### src/lcoc_pkg.sv
package lcoc_pkg;

   // ----------------------------------------------------------------
   // Wishbone register map (byte addresses)
   // ----------------------------------------------------------------
   localparam logic [7:0] LCOC_CTRL_ADDR   = 8'h00;    // Mode control
   localparam logic [7:0] LCOC_STATUS_ADDR = 8'h04;    // Live state
   localparam logic [7:0] LCOC_CMD_ADDR    = 8'h08;    // Command strobes

   // ----------------------------------------------------------------
   // Control register fields
   // ----------------------------------------------------------------
   localparam int LCOC_CTRL_MANUAL_BIT = 0;            // Manual restart mode
   localparam int LCOC_CTRL_AUXMD_BIT  = 1;            // Aux shows muting/diag
   localparam int LCOC_CTRL_BLANK_LSB  = 2;            // Blanking count, 2 bits
   localparam int LCOC_CTRL_FBEN_BIT   = 4;            // Feedback monitor on
   localparam int LCOC_CTRL_MUTEN_BIT  = 5;            // Muting enabled
   localparam logic [5:0] LCOC_CTRL_RESET = 6'h31;     // Manual, fb, muting

   // ----------------------------------------------------------------
   // Command register fields
   // ----------------------------------------------------------------
   localparam int LCOC_CMD_OVR_BIT     = 0;            // Start override
   localparam int LCOC_CMD_UNLOCK_BIT  = 1;            // Clear lockout

   // ----------------------------------------------------------------
   // Status register fields
   // ----------------------------------------------------------------
   localparam int LCOC_ST_OUT_BIT      = 0;            // Outputs on
   localparam int LCOC_ST_MUTE_BIT     = 1;            // Muting active
   localparam int LCOC_ST_OVR_BIT      = 2;            // Override active
   localparam int LCOC_ST_LOCK_BIT     = 3;            // Lockout
   localparam int LCOC_ST_MERR_BIT     = 4;            // Bad muting sequence
   localparam int LCOC_ST_STATE_LSB    = 5;            // Main state, 2 bits

   // ----------------------------------------------------------------
   // Timing
   // ----------------------------------------------------------------
   localparam int LCOC_CLK_MHZ         = 100;          // System clock
   localparam int LCOC_OVR_MS          = 60;           // Override time limit
   localparam int LCOC_OVR_CYC         = LCOC_OVR_MS * 1000 * LCOC_CLK_MHZ;
   localparam int LCOC_BEAMS           = 4;            // Beams in curtain

   // Main output states
   typedef enum logic [1:0]
   {
      LCOC_ST_OFF,
      LCOC_ST_WAIT_PRESS,
      LCOC_ST_WAIT_REL,
      LCOC_ST_ON
   } lcoc_state_type;

endpackage

### src/lcoc_top.sv
// What this block does
// - Field interruption switches both outputs off
// - Check feedback loop closed before re-enabling
// - Automatic mode restarts once clear, loop closed
// - Open feedback loop holds outputs off
// - Manual mode needs press then release
// - Restart ignored in lockout or interrupted field
// - Aux output mirrors inverted, or shows muting
// - Muting starts only on successive sensors
// - Muting ends when either sensor frees
// - Manual override after bad muting sequence
// - Muting lamp output shows muting state
// - Blanking one or two, never bottom beam
// - Two-beam blanking tolerates any two upper beams
// - Three beams one blanked, four beams two
// - Auxiliary device drives two opposite inputs
//
// Design decisions made here: the register offsets and the Wishbone register port.
`timescale 1ns/1ns
module lcoc_top
   import lcoc_pkg::*;
#(
   parameter int BEAMS   = LCOC_BEAMS,     // Beams in the curtain
   parameter int OVR_CYC = LCOC_OVR_CYC    // Override length in cycles
)
(
   input  wire logic             I_CLK,         // System clock
   input  wire logic             I_RST,         // Async reset, high
   input  wire logic [BEAMS-1:0] I_BEAM_BLOCKED, // Beam interrupted, bit 0 low
   input  wire logic             I_LOCKOUT,     // Internal fault or crosstalk
   input  wire logic             I_FEEDBACK,    // Contactor loop closed
   input  wire logic             I_RESTART,     // Restart button pressed
   input  wire logic             I_MUTE_A,      // Muting input A
   input  wire logic             I_MUTE_B,      // Muting input B
   input  wire logic             I_OVR_KEY,     // Override hold-to-run key
   input  wire logic             I_AUX_SAFE,    // Aux device, high = safe
   input  wire logic             I_AUX_SAFE_N,  // Aux device, low = safe
   input  wire logic             I_WB_CYC,      // Wishbone cycle
   input  wire logic             I_WB_STB,      // Wishbone strobe
   input  wire logic             I_WB_WE,       // Wishbone write
   input  wire logic [7:0]       I_WB_ADR,      // Wishbone byte address
   input  wire logic [3:0]       I_WB_SEL,      // Wishbone byte lanes
   input  wire logic [31:0]      I_WB_DAT,      // Wishbone write data
   output logic      [31:0]      O_WB_DAT,      // Wishbone read data
   output logic                  O_WB_ACK,      // Wishbone acknowledge
   output logic                  O_SAFE_OUT_1,  // Safety output one
   output logic                  O_SAFE_OUT_2,  // Safety output two
   output logic                  O_AUX_OUT,     // Non-safety signal output
   output logic                  O_MUTE_LAMP    // Muting lamp drive
);

   // ----------------------------------------------------------------
   // Helpers
   // ----------------------------------------------------------------
   // Count set bits of a beam vector
   function automatic logic [7:0] popcnt(input logic [BEAMS-1:0] v);
      logic [7:0] n;
      n = 8'h00;
      for (int i = 0; i < BEAMS; i++)
         n = n + {7'h00, v[i]};
      return n;
   endfunction

   // Blanking allowance clipped by the beam count
   function automatic logic [1:0] blank_limit(input logic [1:0] req);
      logic [1:0] lim;
      lim = req;
      if (BEAMS <= 2)
         lim = 2'h0;
      else if (BEAMS == 3 && req > 2'h1)
         lim = 2'h1;
      else if (req > 2'h2)
         lim = 2'h2;
      return lim;
   endfunction

   // ----------------------------------------------------------------
   // Registers and state
   // ----------------------------------------------------------------
   logic [5:0]     ctrl_q,   ctrl_d;     // Control register
   logic [31:0]    rdat_q,   rdat_d;     // Read data
   logic           ack_q,    ack_d;      // Bus acknowledge
   logic           unlock_q, unlock_d;   // Lockout clear pulse
   logic           lock_q,   lock_d;     // Latched lockout
   lcoc_state_type st_q,     st_d;       // Output state
   logic           out_q,    out_d;      // Outputs on
   logic           aux_q,    aux_d;      // Aux output
   logic           lamp_q,   lamp_d;     // Lamp output
   logic           ovr_q,    ovr_d;      // Override running
   logic           ovr_req_q, ovr_req_d; // Override armed by software
   logic [31:0]    ovr_cnt_q, ovr_cnt_d; // Override time left
   logic           muting;               // From tracker
   logic           mute_err;             // From tracker
   logic           field_clear;          // Field free after blanking
   logic           aux_ok;               // Auxiliary device safe
   logic           trip;                 // Any reason to be off
   logic           bus_req;              // Fresh bus request

   lcoc_mute u_mute
   (
      .I_CLK    (I_CLK),
      .I_RST    (I_RST),
      .i_enable (ctrl_q[LCOC_CTRL_MUTEN_BIT]),
      .i_mute_a (I_MUTE_A),
      .i_mute_b (I_MUTE_B),
      .o_muting (muting),
      .o_error  (mute_err)
   );

   // ----------------------------------------------------------------
   // Trip conditions
   // ----------------------------------------------------------------
   always_comb
   begin
      // Bottom beam is sync: never blanked
      // Any one or two upper beams, adjacent or not
      field_clear = !I_BEAM_BLOCKED[0] &&
                    (popcnt(I_BEAM_BLOCKED) <=
                     {6'h00, blank_limit(ctrl_q[LCOC_CTRL_BLANK_LSB +: 2])});
      // Opposite polarity pair; disagreement counts as unsafe
      aux_ok = I_AUX_SAFE && !I_AUX_SAFE_N;
      // Muting or override masks the field only, never the aux device
      trip = (!field_clear && !muting && !ovr_q) || !aux_ok || lock_q;
   end

   // ----------------------------------------------------------------
   // Output state machine
   // ----------------------------------------------------------------
   always_comb
   begin
      logic fb_ok;
      fb_ok = I_FEEDBACK || !ctrl_q[LCOC_CTRL_FBEN_BIT];
      st_d  = st_q;
      unique case (st_q)
         LCOC_ST_ON:
            if (trip)
               st_d = LCOC_ST_OFF;
         LCOC_ST_OFF:
            // Loop must be closed to leave
            if (!trip && fb_ok)
               st_d = ctrl_q[LCOC_CTRL_MANUAL_BIT] ?
                      LCOC_ST_WAIT_PRESS : LCOC_ST_ON;
         LCOC_ST_WAIT_PRESS:
            if (trip || !fb_ok)
               st_d = LCOC_ST_OFF;
            else if (I_RESTART)
               st_d = LCOC_ST_WAIT_REL;
         LCOC_ST_WAIT_REL:
            if (trip || !fb_ok)
               st_d = LCOC_ST_OFF;
            else if (!I_RESTART)
               st_d = LCOC_ST_ON;
      endcase
      // Switch-off on the next clock edge after the trip is seen: out_d follows st_d, not st_q
      out_d  = (st_d == LCOC_ST_ON);
      lock_d = (lock_q || I_LOCKOUT) && !(unlock_q && !I_LOCKOUT);
      // Aux: inverted mirror or muting/diagnostic
      aux_d  = ctrl_q[LCOC_CTRL_AUXMD_BIT] ?
               (muting || ovr_q || lock_q || mute_err) : !out_d;
      lamp_d = muting || ovr_q;
   end

   // ----------------------------------------------------------------
   // Override timer
   // ----------------------------------------------------------------
   always_comb
   begin
      ovr_d     = ovr_q;
      ovr_cnt_d = ovr_cnt_q;
      ovr_req_d = ovr_req_q;
      if (ovr_q)
      begin
         // Held-to-run, time limited so it cannot stay forever
         if (!I_OVR_KEY || ovr_cnt_q == 32'h0000_0000 || !aux_ok)
            ovr_d = 1'b0;
         else
            ovr_cnt_d = ovr_cnt_q - 32'h0000_0001;
      end
      else if (ovr_req_q && mute_err && I_OVR_KEY && !lock_q)
      begin
         ovr_d     = 1'b1;
         ovr_req_d = 1'b0;
         ovr_cnt_d = 32'(OVR_CYC);
      end
      if (bus_req && I_WB_WE && I_WB_ADR == LCOC_CMD_ADDR && I_WB_SEL[0]
          && I_WB_DAT[LCOC_CMD_OVR_BIT])
         ovr_req_d = 1'b1;
      if (!mute_err)
         ovr_req_d = 1'b0;
   end

   // ----------------------------------------------------------------
   // Wishbone slave, one wait state then ack
   // ----------------------------------------------------------------
   always_comb
   begin
      bus_req  = I_WB_CYC && I_WB_STB && !ack_q;
      ack_d    = bus_req;
      ctrl_d   = ctrl_q;
      rdat_d   = 32'h0000_0000;
      unlock_d = 1'b0;
      if (bus_req && I_WB_WE)
      begin
         if (I_WB_ADR == LCOC_CTRL_ADDR && I_WB_SEL[0])
            ctrl_d = I_WB_DAT[5:0];
         else if (I_WB_ADR == LCOC_CMD_ADDR && I_WB_SEL[0])
            unlock_d = I_WB_DAT[LCOC_CMD_UNLOCK_BIT];
      end
      else if (bus_req)
      begin
         if (I_WB_ADR == LCOC_CTRL_ADDR)
            rdat_d = {26'h000_0000, ctrl_q};
         else if (I_WB_ADR == LCOC_STATUS_ADDR)
         begin
            rdat_d[LCOC_ST_OUT_BIT]  = out_q;
            rdat_d[LCOC_ST_MUTE_BIT] = muting;
            rdat_d[LCOC_ST_OVR_BIT]  = ovr_q;
            rdat_d[LCOC_ST_LOCK_BIT] = lock_q;
            rdat_d[LCOC_ST_MERR_BIT] = mute_err;
            rdat_d[LCOC_ST_STATE_LSB +: 2] = st_q;
         end
      end
   end

   // Register everything
   always_ff @(posedge I_CLK or posedge I_RST)
   begin
      if (I_RST)
      begin
         ctrl_q    <= LCOC_CTRL_RESET;
         rdat_q    <= 32'h0000_0000;
         ack_q     <= 1'b0;
         unlock_q  <= 1'b0;
         lock_q    <= 1'b0;
         st_q      <= LCOC_ST_OFF;
         out_q     <= 1'b0;
         aux_q     <= 1'b1;
         lamp_q    <= 1'b0;
         ovr_q     <= 1'b0;
         ovr_req_q <= 1'b0;
         ovr_cnt_q <= 32'h0000_0000;
      end
      else
      begin
         ctrl_q    <= ctrl_d;
         rdat_q    <= rdat_d;
         ack_q     <= ack_d;
         unlock_q  <= unlock_d;
         lock_q    <= lock_d;
         st_q      <= st_d;
         out_q     <= out_d;
         aux_q     <= aux_d;
         lamp_q    <= lamp_d;
         ovr_q     <= ovr_d;
         ovr_req_q <= ovr_req_d;
         ovr_cnt_q <= ovr_cnt_d;
      end
   end

   // Outputs straight from flip-flops
   assign O_SAFE_OUT_1 = out_q;
   assign O_SAFE_OUT_2 = out_q;
   assign O_AUX_OUT    = aux_q;
   assign O_MUTE_LAMP  = lamp_q;
   assign O_WB_DAT     = rdat_q;
   assign O_WB_ACK     = ack_q;

endmodule

### src/lcoc_mute.sv
`timescale 1ns/1ns
// Muting sequence tracker: ordered activation of two sensor inputs
module lcoc_mute
   import lcoc_pkg::*;
(
   input  wire logic I_CLK,         // System clock
   input  wire logic I_RST,         // Async reset, high
   input  wire logic i_enable,      // Muting allowed
   input  wire logic i_mute_a,      // Sensor input A
   input  wire logic i_mute_b,      // Sensor input B
   output logic      o_muting,      // Muting sequence running
   output logic      o_error        // Both sensors rose together
);

   // ----------------------------------------------------------------
   // State
   // ----------------------------------------------------------------
   logic       prev_a_q, prev_a_d;  // Last sample of A
   logic       prev_b_q, prev_b_d;  // Last sample of B
   logic       first_q,  first_d;   // One sensor is active alone
   logic       mute_q,   mute_d;    // Muting running
   logic       err_q,    err_d;     // Bad sequence seen

   // Next state of the sequence tracker
   always_comb
   begin
      prev_a_d = i_mute_a;
      prev_b_d = i_mute_b;
      first_d  = first_q;
      mute_d   = mute_q;
      err_d    = err_q;
      if (!i_enable)
      begin
         first_d = 1'b0;
         mute_d  = 1'b0;
      end
      else if (mute_q)
      begin
         // Either sensor going free ends muting
         if (!i_mute_a || !i_mute_b)
         begin
            mute_d  = 1'b0;
            first_d = 1'b0;
         end
      end
      else if (i_mute_a && i_mute_b)
      begin
         // Second sensor after the first: valid sequence
         if (first_q)
         begin
            mute_d = 1'b1;
            err_d  = 1'b0;
         end
         // Simultaneous rise could be a person: refuse
         else if (!prev_a_q && !prev_b_q)
            err_d = 1'b1;
      end
      else
         first_d = i_mute_a ^ i_mute_b;
   end

   // Register the tracker
   always_ff @(posedge I_CLK or posedge I_RST)
   begin
      if (I_RST)
      begin
         prev_a_q <= 1'b0;
         prev_b_q <= 1'b0;
         first_q  <= 1'b0;
         mute_q   <= 1'b0;
         err_q    <= 1'b0;
      end
      else
      begin
         prev_a_q <= prev_a_d;
         prev_b_q <= prev_b_d;
         first_q  <= first_d;
         mute_q   <= mute_d;
         err_q    <= err_d;
      end
   end

   assign o_muting = mute_q;
   assign o_error  = err_q;

endmodule

### config.mk
export PLATFORM = sky130hd
export DESIGN_NAME = lcoc_top
export DESIGN_NICKNAME = d
export VERILOG_FILES = /design/src/lcoc_pkg.sv /design/src/lcoc_top.sv /design/src/lcoc_mute.sv
export SDC_FILE = /design/constraint.sdc
export NUM_CORES = 1
export LEC_CHECK = 0
export ABC_AREA = 1
export BUFFER_PORTS_ARGS = -buffer_cell sky130_fd_sc_hd__buf_2
export CELL_PAD_IN_SITES_DETAIL_PLACEMENT = 2
export CELL_PAD_IN_SITES_GLOBAL_PLACEMENT = 2
export CORE_MARGIN = 5
export CORE_UTILIZATION = 30
export DETAILED_ROUTE_END_ITERATION = 12
export PLACE_DENSITY_LB_ADDON = 0.1
export SYNTH_ARGS = -nofsm -noshare
export SYNTH_HDL_FRONTEND = slang
export SYNTH_HIERARCHICAL = 1
export SYNTH_SLANG_ARGS = --single-unit
### constraint.sdc
create_clock -name I_CLK -period 2.35 [get_ports I_CLK]
set_input_delay 0.1175 -clock I_CLK [delete_from_list [all_inputs] [get_ports I_CLK]]
set_output_delay 0.1175 -clock I_CLK [all_outputs]
set_load 0.01 [all_outputs]
==> After elaboration in Yosys (flattened, before gate mapping) <==
Index checks and enable logic that the tools add are counted.
{ "classes": {"muxes": 38, "multipliers": 0, "div": 0, "bitwise_logic": 2, "eq_ne": 11, "shift": 0, "add_sub_neg": 4, "n_reduce_logical": 60, "n_lt_le_gt_ge": 2} }
{ "op_table": {"columns": ["cell", "n"], "rows": [
  ["$mux 32", 3],
  ["$logic_not 32->1", 1],
  ["$sub 32x1->32 const B", 1],
  ["$mux 7", 4],
  ["$mux 1", 22],
  ["$logic_and 1x1->1", 20],
  ["$logic_not 1->1", 19],
  ["$mux 2", 8],
  ["$logic_or 1x1->1", 11],
  ["$ne 3x3->1 const B", 3],
  ["$eq 8x3->1 const B", 1],
  ["$eq 8x4->1 const B", 1],
  ["$logic_not 8->1", 1],
  ["$pmux 2 s4", 1],
  ["$reduce_and 2->1", 4],
  ["$eq 2x2->1 const B", 3],
  ["$add 3x1->4", 1],
  ["$le 4x2->1", 1],
  ["$reduce_and 4->1", 1],
  ["$reduce_bool 2->1", 2],
  ["$add 2x1->3", 1],
  ["$ne 3x2->1 const B", 1],
  ["$add 1x1->2", 1],
  ["$eq 2x1->1 const B", 1],
  ["other kinds (5)", 5]
]} }
{ "totals": {"wordCells": 134, "ram_bits": 0, "output_inout_bits": 37, "input_bits": 61, "romBits": 0, "latchBits": 0, "reg_bits": 85, "memories": 0} }

==> Logic depth before layout (Yosys ltp) <==
{ "logic_depth": {"word_depth": 17, "ltp_mapped": 17} }

==> By module <==
The synthesis kept the hierarchy.
{ "modules_own_cells": {"columns": ["module", "cells_per_inst", "n_inst", "area_each_um2", "seq_area_each_um2"], "rows": [
  ["lcoc_top", 512, 1, 3689.8, 1381.3],
  ["lcoc_mute", 19, 1, 195.2, 125.1]
]} }

==> Worst setup path after synthesis <==
Ideal clock, no wire load.
{ "synth_timing": {"path_kind": "input -> register", "start": "in I_BEAM_BLOCKED[0]", "end": "reg aux_q, in the netlist O_AUX_OUT", "path_stages": 16, "n_path_buf": 0, "setup_slack_ns": 0.246, "arrival_ns": 2.022, "path_cell_list": "inv_1 -> fa_1 -> inv_1 -> ha_1 -> ha_1 -> ha_1 -> nand2_1 -> nand2_1 -> nand2_1 -> nand2_1 -> nand2_1 -> nand3b_1 -> nand2_1 -> nand2_1 -> nand2_1 -> nand2_1"} }
{ "synth_via": {"elab_chain_cells": 17, "word_cells_on_any_way": 22, "cone_classes": "3 x add/sub; 1 x order compare; 1 x eq/ne; 6 x mux; 11 x reduce/logical"} }
{ "synth_lines": {"columns": ["item", "line_no", "rtl"], "rows": [
  ["from (decl)", "lcoc_top.sv:29", "input wire logic [BEAMS-1:0] I_BEAM_BLOCKED,"],
  ["$add 1x1->2", "lcoc_top.sv:60", "n = n + {7'h00, v[i]};"],
  ["$add 2x1->3", "lcoc_top.sv:60", null],
  ["$add 3x1->4", "lcoc_top.sv:60", null],
  ["$le 4x2->1", "lcoc_top.sv:118", "(popcnt(I_BEAM_BLOCKED) <="],
  ["$logic_and 1x1->1 (*)", "lcoc_top.sv:117", "field_clear = !I_BEAM_BLOCKED[0] &&"],
  ["$logic_not 1->1 (*)", "lcoc_top.sv:123", "trip = (!field_clear && !muting && !ovr_q) || !aux_ok || lock_q;"],
  ["$logic_and 1x1->1 (*) (2 in a row)", "lcoc_top.sv:123", null],
  ["$logic_or 1x1->1 (*) (2 in a row)", "lcoc_top.sv:123", null],
  ["$logic_not 1->1", "lcoc_top.sv:140", "if (!trip && fb_ok)"],
  ["$logic_and 1x1->1", "lcoc_top.sv:140", null],
  ["$mux 2", "lcoc_top.sv:140", null],
  ["$pmux 2 s4 (*)", "lcoc_top.sv:134", "unique case (st_q)"],
  ["via st_d[0]", "lcoc_top.sv:85", "lcoc_state_type st_q, st_d;"],
  ["$eq 2x2->1 (*)", "lcoc_top.sv:155", "out_d = (st_d == LCOC_ST_ON);"],
  ["$logic_not 1->1 (*)", "lcoc_top.sv:159", "(muting || ovr_q || lock_q || mute_err) : !out_d;"],
  ["$mux 1 (*)", "lcoc_top.sv:158", "aux_d = ctrl_q[LCOC_CTRL_AUXMD_BIT] ?"],
  ["via aux_d", "lcoc_top.sv:87", "logic aux_q, aux_d;"],
  ["to (signal assigned)", "lcoc_top.sv:252", "aux_q <= aux_d;"],
  ["to (decl)", "lcoc_top.sv:87", null]
]} }
The timed path passes the listed nets; every way through them passes the cells marked *.
A chain may end at the register's enable or synchronous reset.

==> Worst setup path after layout <==
Ends and elaborated chain as after synthesis.

==> flow_summary.ini <==
[floorplanning]
initial_core_util_pct = 30.7
die_w_um = 124
ios = 98
dieArea_sq_um = 15300
fp.dieH_um = 124
rows = 41
fp.coreArea_sq_um = 12700

[run_status]
status = completed

[global_routing]
grt.overflow.total = 0
grt_pass1_wl_um = 20100
antenna_found_initial = 0
grt_pass1_vias = 4049
gr-usage-all-layers_pct = 17.2
grt_max_degree = 56

[sta]
fin_crit_ps = 2080
setup_viol = 0
rsz0062_at_grt = false
slew_headroom_pct = 64.9
tightest_slew_ps = 525
clock_skew_ps = 3.36
fmax_mhz = 481
finalCritPeriodShare_pct = 88.4
slew_violations = 0
timing.hold.ws_ps = 9.40
hold_viol = 0

[synth]
yosysSeqAreaShare_pct = 38.8
yosysWarnings = 6
yosysTopAreaCellShare_pct = 36.1
syn_inst = 531
synth-seq-cells = 60
yosysTopAreaCell = dfrtp_1
post_synth.cell_area_avg_sq_um = 7.32
synth_area_leaders = dfrtp_1 (36%), nand2_1 (14%), nor2_1 (7.7%), nand3_1 (6.7%), buf_4 (5.4%)
synth_area_sq_um = 3880
ys_types = 37

[worst_setup_path]
start_kind = input port
slowest_stage = fa_1
path_class = in -> reg
worst_ep_arrival_time_ps = 2330
end_kind = flip-flop
max_stage_delay_ps = 530
crit_fanout = 3
cpMostUsedCell = nand2_1
crit_path_start = I_BEAM_BLOCKED[0]
r2r_slack_ps = 350
r2r-start = ovr_cnt_q[1]
path_cells = buf_2, inv_1, fa_1, inv_1, ha_1, ha_1, ha_1, nand2_1, nand2_1, nand2_1, nand2_1, nand2_1, nand3b_1, nand2_1, nand2_1, nand2_1, nand2_1
cp_data_required_time_ps = 2610

[placed_design]
port_buffers = 43
dp_hpwl_um = 9240
gp_congestion = 0.771

[finish]
finish.utilization_pct = 36.2
antenna_cells = 0
drive_gt1_share_pct = 18.6
syn_to_final_growth_pct = 18.2
fin_nets = 655
final_cell_mix = nand2_1 (141), nor2_1 (80), dfrtp_1 (56)
layout_commonest_cell = nand2_1

[clocking]
cts_tree = yes
cts_root_buf = clkbuf_16
clkLatencyLatePin_ps = 330
numCtsBuffers = 9
h-tree-depth = 3
clock_path_buffers = 2
clkSinkCount = 60
path_clk_slew_ps = 50

[drt]
wl_per_cell_um = 16.0
drc = 0
initialDrtViolationCount = 99
firstDrtPassIters = 4
via_per_inst = 4.69
wirelength_um = 12200
via_count = 3580
ant_nets = 0

[hold_path]
hold_path.class = in -> reg
hold_start = I_WB_DAT[2]

[power_and_ir_drop]
ir_drop_mv = 0.444
cellPowerDensity_nw_per_um2 = 574
leakagePower_nw = 2.30

[job]
cap_violations = 0
## layer usage
layer / vias to the layer above / GRT usage [%] / share of wire (%)
met2: 48 / 31.6 / 53
met4: 0 / 5.47 / 1.2
li1: 1744 / - / -
met3: 10 / 3.00 / 2.8
met1: 1778 / 20.2 / 43
met5: - / 0 / 0
## flip-flops by register name, summed over array words and instances, names as in the netlist, 2 cells and up
register / flops
O_WB_DAT: 7
ovr_cnt_q: 32
st_q: 2
ctrl_q: 6
## layout make-up
class	instances	area [sq um]
inverters	56	210
fillers	1556	8080
well taps	172	215
clock buffers	11	253
flip-flops and latches	60	1510
multi-input cells	404	2000
repair buffers	56	338
clock inverters	4	72.6
## Yosys cell counts (all sizes together)
| cell | count |
|---|---|
| a21boi | 1 |
| a21oi | 7 |
| buf | 34 |
| clkbuf | 1 |
| conb | 1 |
| dfrtp | 56 |
| dfstp | 4 |
| fa | 1 |
| ha | 6 |
| inv | 56 |
| nand2 | 150 |
| nand3 | 52 |
| nand3b | 2 |
| nand4 | 13 |
| nor2 | 91 |
| nor3 | 4 |
| nor4 | 2 |
| o21a | 1 |
| o21ai | 30 |
| o21bai | 2 |
| o31ai | 2 |
| or2 | 2 |
| xnor2 | 4 |
| xor2 | 9 |
## repair_timing
action                                 4_1_cts  5_1_grt
gates resized for setup                      0        0
endpoints found under the hold margin       60        0
buffers inserted                             0        0
hold buffers                                 5        0
## where the power goes
group / switching (mW) / internal, mW / total (mW)
Combinational: 0.0861 / 0.0470 / 0.133
Clock: 0.485 / 0.978 / 1.46
Sequential: 0.00205 / 1.04 / 1.04
## worst paths after layout
path,endpoint,cells past startpoint
min in group asynchronous,u_mute/first_q,3
max reg2reg,ovr_cnt_q[24],9
min,ctrl_q[2],3
min reg2reg,lock_q,1
max in group asynchronous,ctrl_q[4],4
max,O_AUX_OUT,17
## metrics by stage
stage	area, sq um	power, mW	setup TNS [ps]	instances	worst slack [ps]
2_1_floorplan	3980	1.16	0	555	246
3_3_place_gp	4220	1.18	0	743	51.8
3_5_place_dp	4220	1.19	-79.0	743	-79.0
4_1_cts	4590	2.69	0	763	261
5_1_grt	4590	2.75	0	763	54.9
6_report	4590	2.64	0	763	273
## critical path: cells and delay by family
family                     cells  cell delay (ps)
and+or+nand+nor               10              730
adders and majority gates      4             1290
buffers and inverters          3              190
## cell families after synthesis
logic type,count (synthesis),synth area share [%]
AO/OA/AOI/OAI,43,7.28
XOR/XNOR,13,2.93
adder cells (fa/ha/maj),7,2.45
buffers and inverters,91,12.1
flip-flops,60,38.8
other,1,0.0965
AND/OR/NAND/NOR,316,36.3
(Power assumes the default switching activity.)
